<file path="config.mk">
export PLATFORM = sky130hd
export DESIGN_NAME = flrh_top
export DESIGN_NICKNAME = d
export VERILOG_FILES = /design/src/flrh_pkg.sv /design/src/flrh_top.sv /design/src/flrh_pf_slot.sv
export SDC_FILE = /design/constraint.sdc
export NUM_CORES = 1
export LEC_CHECK = 0
export ABC_CLOCK_PERIOD_IN_PS = 1200
export BUFFER_PORTS_ARGS = -buffer_cell sky130_fd_sc_hd__clkbuf_2
export CAP_MARGIN = 20
export CORE_ASPECT_RATIO = 1.25
export CORE_UTILIZATION = 36
export DETAILED_ROUTE_END_ITERATION = 12
export GPL_ROUTABILITY_DRIVEN = 0
export GPL_TIMING_DRIVEN = 0
export PLACE_DENSITY = 0.86
export REMOVE_ABC_BUFFERS = 1
export SYNTH_ARGS = -nofsm -noshare
export SYNTH_HDL_FRONTEND = slang
export SYNTH_SLANG_ARGS = --single-unit
</file>
<file path="constraint.sdc">
create_clock -name clk -period 1.2 [get_ports clk]
set_input_delay 0.06 -clock clk [delete_from_list [all_inputs] [get_ports clk]]
set_output_delay 0.06 -clock clk [all_outputs]
set_load 0.005 [all_outputs]
</file>
<file path="src/flrh_pkg.sv">
// Package for the function-level reset handshake block.
// Assumes one application clock domain; widths fixed at full documented range.
package flrh_pkg;
  localparam int unsigned NUM_PF       = 4;
  localparam int unsigned PF_NUM_W     = 3;
  localparam int unsigned VF_OFF_W     = 11;
  localparam int unsigned FLR_BIT      = 15;
  localparam int unsigned DEVCTL_W     = 16;
  localparam int unsigned MAX_VF_PEND  = 8;
  localparam int unsigned CLK_MHZ      = 10;
  localparam int unsigned DONE_TIME_MS = 100;
  localparam int unsigned DONE_CYCLES  = DONE_TIME_MS * 1000 * CLK_MHZ;
  localparam logic [NUM_PF-1:0] PF_ACTIVE_RST = 4'h0;

  typedef enum logic [1:0] {
    FLRH_IDLE  = 2'b00,
    FLRH_PULSE = 2'b01,
    FLRH_WAIT  = 2'b11
  } flrh_vf_state_t;
endpackage

</file>
<file path="src/flrh_top.sv">
// Function-level reset handshake toward the application logic.
// Assumes config writes decoded elsewhere into strobes; all on application clock.
// Summary of operation
// PF FLR bit 15 write raises flag
// One flag bit per PF, bit0 PF0
// PF flag holds until matching done bit
// Application flushes PF transactions before done
// Application holds PF done one or more cycles
// Application answers PF within 100 ms
// VF FLR write gives one-cycle pulse; a write arriving while the pulse stands is dropped
// Pulse carries owning PF number
// Pulse carries VF offset
// Application flushes VF transactions before done
// Application gives single-cycle VF done pulse
// Application answers VF within 100 ms
// VF done carries owning PF number
// VF done carries VF offset
// Everything on the application clock
// Application clock not slower than core clock
// Clear flag after done; ignore idle dones
`timescale 1ns/10ps
module flrh_top (
  // Clock and reset
  input  wire logic                         clk,
  input  wire logic                         nrst,
  // Configuration write strobes
  input  wire logic                         pf_cfg_wr,
  input  wire logic [flrh_pkg::PF_NUM_W-1:0] pf_cfg_num,
  input  wire logic                         vf_cfg_wr,
  input  wire logic [flrh_pkg::PF_NUM_W-1:0] vf_cfg_pf,
  input  wire logic [flrh_pkg::VF_OFF_W-1:0] vf_cfg_off,
  input  wire logic [flrh_pkg::DEVCTL_W-1:0] cfg_wdata,
  // Physical function handshake
  output logic [flrh_pkg::NUM_PF-1:0]       pf_reset_active,
  input  wire logic [flrh_pkg::NUM_PF-1:0]  pf_reset_done,
  // Virtual function handshake
  output logic                              vf_reset_received_pulse,
  output logic [flrh_pkg::PF_NUM_W-1:0]     vf_reset_owner_pf_out,
  output logic [flrh_pkg::VF_OFF_W-1:0]     vf_reset_offset_out,
  input  wire logic                         vf_reset_done_pulse,
  input  wire logic [flrh_pkg::PF_NUM_W-1:0] vf_done_owner_pf_in,
  input  wire logic [flrh_pkg::VF_OFF_W-1:0] vf_done_offset_in,
  // Status
  output logic                              vf_reset_pending
);
  logic                              pf_flr_hit;
  logic                              vf_flr_hit;
  logic                              pulse_q;
  logic [flrh_pkg::PF_NUM_W-1:0]     owner_q;
  logic [flrh_pkg::VF_OFF_W-1:0]     offset_q;
  logic                              done_match;
  flrh_pkg::flrh_vf_state_t          state_q;
  flrh_pkg::flrh_vf_state_t          state_d;

  assign pf_flr_hit = pf_cfg_wr && cfg_wdata[flrh_pkg::FLR_BIT];
  assign vf_flr_hit = vf_cfg_wr && cfg_wdata[flrh_pkg::FLR_BIT];

  // Per-PF flags, bit n belongs to PF n
  for (genvar i = 0; i < flrh_pkg::NUM_PF; i++) begin : g_pf
    flrh_pf_slot u_slot (
      .clk      (clk),
      .nrst     (nrst),
      .flr_set  (pf_flr_hit && (pf_cfg_num == flrh_pkg::PF_NUM_W'(i))),
      .done_in  (pf_reset_done[i]),
      .active_q (pf_reset_active[i])
    );
  end

  // VF event tracker; done accepted only while a VF reset is outstanding
  assign done_match = vf_reset_done_pulse && (vf_done_owner_pf_in == owner_q)
                      && (vf_done_offset_in == offset_q);

  always_comb begin
    state_d = state_q;
    case (state_q)
      flrh_pkg::FLRH_IDLE: begin
        if (vf_flr_hit) begin
          state_d = flrh_pkg::FLRH_PULSE;
        end
      end
      // An answer may already come while the pulse stands
      flrh_pkg::FLRH_PULSE: begin
        if (done_match) begin
          state_d = flrh_pkg::FLRH_IDLE;
        end else begin
          state_d = flrh_pkg::FLRH_WAIT;
        end
      end
      flrh_pkg::FLRH_WAIT: begin
        if (vf_flr_hit) begin
          state_d = flrh_pkg::FLRH_PULSE;
        end else if (done_match) begin
          state_d = flrh_pkg::FLRH_IDLE;
        end
      end
      default: begin
        state_d = flrh_pkg::FLRH_IDLE;
      end
    endcase
  end

  always_ff @(posedge clk or negedge nrst) begin
    if (!nrst) begin
      state_q <= flrh_pkg::FLRH_IDLE;
    end else begin
      state_q <= state_d;
    end
  end

  always_ff @(posedge clk or negedge nrst) begin
    if (!nrst) begin
      pulse_q <= 1'b0;
    end else begin
      pulse_q <= vf_flr_hit && (state_q != flrh_pkg::FLRH_PULSE);
    end
  end

  // Identifiers captured with the write, stable through the pulse
  always_ff @(posedge clk or negedge nrst) begin
    if (!nrst) begin
      owner_q  <= '0;
      offset_q <= '0;
    end else if (vf_flr_hit && (state_q != flrh_pkg::FLRH_PULSE)) begin
      owner_q  <= vf_cfg_pf;
      offset_q <= vf_cfg_off;
    end
  end

  assign vf_reset_received_pulse = pulse_q;
  assign vf_reset_owner_pf_out   = owner_q;
  assign vf_reset_offset_out     = offset_q;
  assign vf_reset_pending        = (state_q != flrh_pkg::FLRH_IDLE);
endmodule

</file>
<file path="src/flrh_pf_slot.sv">
// One physical function's reset-active flag.
// Assumes configuration writes arrive as single-cycle strobes.
`timescale 1ns/10ps
module flrh_pf_slot (
  // Clock and reset
  input  wire logic clk,
  input  wire logic nrst,
  // Event and answer
  input  wire logic flr_set,
  input  wire logic done_in,
  // Flag
  output logic      active_q
);
  always_ff @(posedge clk or negedge nrst) begin
    if (!nrst) begin
      active_q <= 1'b0;
    end else if (flr_set) begin
      active_q <= 1'b1;
    end else if (active_q && done_in) begin
      active_q <= 1'b0;
    end
  end
endmodule

</file>
Word level (Yosys, flattened, before mapping)

Index checks and enable logic that the tools add are counted.

$add $sub $neg: 0
Multipliers: 0
Divide/modulo/power cells: 0
Magnitude comparators: 0
Equality and inequality tests: 10
Shift-type cells: 0
Muxes and demuxes: 13
Bitwise logic cells: 0
Reduce and logical (&&, ||, !) cells: 21

Operators by type and width:

| kind               | count |
|---|---|
| $logic_and 1x1->1  | 13 |
| $eq 11x11->1       | 1 |
| $reduce_bool 2->1  | 5 |
| $mux 1             | 8 |
| $mux 2             | 4 |
| $eq 3x2->1 const B | 2 |
| $pmux 2 s3         | 1 |
| $eq 3x1->1 const B | 1 |
| $eq 3x3->1         | 1 |
| $logic_not 3->1    | 1 |
| $ne 3x3->1 const B | 1 |
| $eq 2x1->1 const B | 1 |
| $eq 2x2->1 const B | 1 |
| $logic_not 2->1    | 1 |
| $ne 2x1->1 const B | 1 |
| $ne 2x2->1 const B | 1 |
| $reduce_and 2->1   | 1 |

Register bits: 21
Bits in latches: 0
Memory bits (writable): 0
Bits in read-only memories: 0
Input bits: 56
Output and inout port bits: 20
Word-level logic and storage cells: 52
Memories kept: 0

Logic depth before layout (Yosys ltp)

Word-level depth: 6
Gate-level depth with buffers: 5
Mapped depth without buffers: 4

By module

From an unflattened synthesis, not the netlist that was laid out.

Cells, all modules: 80
Area total of the unflattened synthesis: 1023.5 µm²

By module, submodules not included:

| module       | times used | cells each | area each (µm²) | sequential area each (µm²) |
|---|---|---|---|---|
| flrh_top     | 1          | 68         | 878.3           | 425.4 |
| flrh_pf_slot | 4          | 3          | 36.3            | 25.0 |

Worst setup path before layout

Ideal clock, no wire load.

Kind: register to register
Start: reg state_q[0]
End: reg offset_q (netlist bit vf_reset_offset_out[10])
Setup time: 0.125 ns
Arrival: 1.101 ns
Data required time: 1.075 ns
Path slack: -0.026 ns
Cell stages (with the launch flop): 4
Buffers on the path: 1
Period minus slack after synthesis: 1.226 ns
Cell sequence: dfrtp_1 -> a21oi_4 -> buf_12 -> mux2_4

Cells in the longest elaborated chain, start to end: 2

Ends and longest elaborated chain:

| what                     | line            | RTL |
|---|---|---|
| start: declaration       | flrh_top.sv:52  | `flrh_pkg::flrh_vf_state_t state_q;` |
| start signal: assignment | flrh_top.sv:104 | `state_q <= flrh_pkg::FLRH_IDLE;` |
| start signal: assignment | flrh_top.sv:106 | `state_q <= state_d;` |
| $ne 2x1->1               | flrh_top.sv:123 | `end else if (vf_flr_hit && (state_q != flrh_pkg::FLRH_PULSE)) begin` |
| $logic_and 1x1->1        | flrh_top.sv:123 |  |
| end signal: assignment   | flrh_top.sv:125 | `offset_q <= vf_cfg_off;` |
| end: declaration         | flrh_top.sv:50  | `logic [flrh_pkg::VF_OFF_W-1:0] offset_q;` |

No other way between the ends.
A chain may end at the register's enable or synchronous reset.

Worst setup path in the final report

Start: reg owner_q (netlist bit vf_reset_owner_pf_out[2])
End: reg state_q[1]

Cells in the longest elaborated chain, start to end: 5
Elaborated cells on any way between the ends: 7
Classes of those cells: eq/ne (2); mux (2); reduce/logical (3)

Ends and longest elaborated chain:

| what                                           | line            | RTL |
|---|---|---|
| start: declaration                             | flrh_top.sv:49  | `logic [flrh_pkg::PF_NUM_W-1:0] owner_q;` |
| start signal: assignment                       | flrh_top.sv:124 | `owner_q <= vf_cfg_pf;` |
| $eq 3x3->1 (*)                                 | flrh_top.sv:70  | `assign done_match = vf_reset_done_pulse && (vf_done_owner_pf_in == owner_q)` |
| $logic_and 1x1->1 (*)                          | flrh_top.sv:70  |  |
| $logic_and 1x1->1 (*)                          | flrh_top.sv:71  | `&& (vf_done_offset_in == offset_q);` |
| $mux 2 or $ne 3x3->1 (tied branches)           | n/a             |  |
| $pmux 2 s3 or $reduce_and 2->1 (tied branches) | n/a             |  |

Every way passes the cells marked *; elsewhere a longest branch is shown, timed or not.

==> flow_metrics.tcl <==
set metrics [dict create \
    status "finished with violations" \
    violations "setup timing" \
    syn_avg_cell_area_sq_um 12.8 \
    slew_violations 0 \
    p_leak_nw 0.853 \
    total_power_mw 1.85 \
    wl_per_cell_um 13.4 \
    grt_pass1_wl_mm 4.42 \
    start_util_pct 38.2 \
    numPortBuffers 60 \
    route.met2.wl_mm 1.57 \
    finalWirelength_mm 2.77 \
    final-seq-area_sq_um 526 \
    hpwl_mm 1.66 \
    place_worst_setup_slack_ps -304 \
    clk_pin_slew_ps 110 \
    die_area_sq_um 3090 \
    dr_total_vias 947 \
    worst_setup_path_start_kind "flop" \
    clock_path_buffers 2 \
    cts_tree "built" \
    worstSkewPairLatency_ps 290 \
    multi_input_area_sq_um 484 \
    critPathRequiredTime_ps 1380 \
    grt_pass1_vias 999 \
    antenna_found_initial 0 \
    fin_util_pct 63.4 \
    synth_top_area_share_pct 50.8 \
    overflow 0 \
    wl_met3_um 130 \
    cts_sinks 21 \
    ioPinCount 76 \
    setup-tns-final_ps -131 \
    final_cell_mix "60 x clkbuf_2, 22 x dlygate4sd3_1, 21 x dfrtp_1" \
    synth_largest_area_cell "dfrtp_1" \
    hold_viol 0 \
    via_per_inst 4.57 \
    worstSetupEndpointType "flop" \
    slew_headroom_pct 64.7 \
    cts_made_buffers 3 \
    top_layer_used "met4" \
    setup_slack_ps -66.8 \
    syn_area_sq_um 1030 \
    synth_warnings 0 \
    track_usage_pct 19.4 \
    crit_type "reg2reg" \
    ys_seq_elements 21 \
    die_w_um 50.0 \
    max_slew.worst_pin.slew_ps 530 \
    hold_path_class "in2reg" \
    core.rowCount 21 \
    cp_max_fo 2 \
    coreArea_sq_um 2710 \
    clock_skew_ps 2.07 \
    ys_top_cells_by_area "dfrtp_1 51%, xnor2_1 12%, mux2_4 12%" \
    finalSetupViolCount 3 \
    whs_ps 26.6 \
    diodes 0 \
    ys_types 20 \
    power_density_nw_per_um2 1080 \
    synth.yosys.seq_area_share_pct 50.8 \
    clockRootBuffer "clkbuf_4" \
    ctsHtreeMaxLevel 1 \
    dr.pass1.iters 5 \
    period_needed_ps 1270 \
    fp.dieH_um 61.9 \
    max_freq_mhz 789 \
    finalCritPeriodShare_pct 106 \
    drive_above_1_share_pct 54.9 \
    grt_max_degree 22 \
    finalNetCount 230 \
    layout-area-overhead-vs-synth_pct 65.9 \
    layout_commonest_cell "clkbuf_2" \
    drt-met1-wl_mm 1.04 \
    first_iter_violations 18 \
    peakVddDrop_uv 673 \
    syn_inst 81 \
    drc 0 \
    drtAntennaViolNets 0 \
    critical_path_arrival_ps 1450 \
    fillers 211 \
    rsz0062_at_grt "true" \
    cap_violations 0 \
]
-- cell usage after synthesis --
master	n
o21ai_0	5
o22ai_1	1
dfrtp_1	21
buf_12	1
nand4_1	3
nand2b_1	1
nand2_2	1
a21oi_4	1
buf_4	4
inv_1	4
mux2_4	8
mux2_2	6
nor4_1	1
nor2_1	2
xnor2_1	14
nand3b_1	1
nand2_1	3
nand3_1	2
o41ai_1	1
inv_2	1
-- per-stage QoR --
stage                     cell area [sq um]  cells
final                                  1720    207
after floorplan                         985     76
after detailed placement               1330    170
after global placement                 1330    170
after CTS                              1700    207
after global routing                   1720    207
-- where the power goes --
part / switching, mW / internal [mW] / leakage [nW]
Sequential: 0.0821 / 0.800 / 0.251
Combinational: 0.212 / 0.419 / 0.586
Clock: 0.206 / 0.129 / 0.0150
Total: 0.500 / 1.35 / 0.853
-- final cells by class --
class | instances | area share (%)
inverters | 5 | 1.09
multi-input cells | 50 | 28.2
repair buffers | 93 | 36.1
flip-flops and latches | 21 | 30.6
clock buffers | 4 | 1.53
well taps | 34 | 2.48
-- worst max-delay path: stages, from the launching register on --
cell	delay, ps
dfrtp_1	420
xnor2_1	150
nand3_1	140
nor4_2	350
nor2_1	100
-- metal layers --
layer | vias up | global-route usage [%]
li1 | 457 | -
met1 | 442 | 21.0
met2 | 46 | 39.0
met3 | 2 | 2.92
met4 | 0 | 6.53
met5 | - | 0
-- state kept, by name, indices dropped and copies added, names as in the netlist --
signal,cells
state_q,2
vf_reset_offset_out,11
vf_reset_owner_pf_out,3
g_pf.u_slot.active_q,4
vf_reset_received_pulse,1
-- cell families (layout without fill, tap and decap cells) --
group                  count (synthesis)  after routing  synth area share (%)
flip-flops                            21             21                  50.8
AND/OR/NAND/NOR                       14             14                  7.14
multiplexers                          14             14                  18.1
buffers and inverters                 10            102                  6.65
XOR/XNOR                              14             14                  11.9
AO/OA/AOI/OAI                          8              8                  5.44
-- what timing repair did --
action,in CTS,in global routing
setup buffers,10,1
pin swaps,5,3
hold endpoints to repair,39,0
gates resized for setup,7,5
setup endpoints to repair,16,18
hold buffers,23,0
-- path summary, 6_finish.rpt --
kind	start	end	slack, ps	cells after the start
setup / recovery	vf_reset_owner_pf_out[2]	state_q[1]	-70	4
hold / removal	pf_reset_done[0]	g_pf[0].u_slot.active_q	30	3
setup reg to reg	vf_reset_owner_pf_out[2]	state_q[1]	-70	4
hold reg to reg	g_pf[0].u_slot.active_q	g_pf[0].u_slot.active_q	540	2
max in group asynchronous	nrst	state_q[0]	590	2
min in group asynchronous	nrst	vf_reset_offset_out[3]	260	2
(Power assumes the default switching activity.)
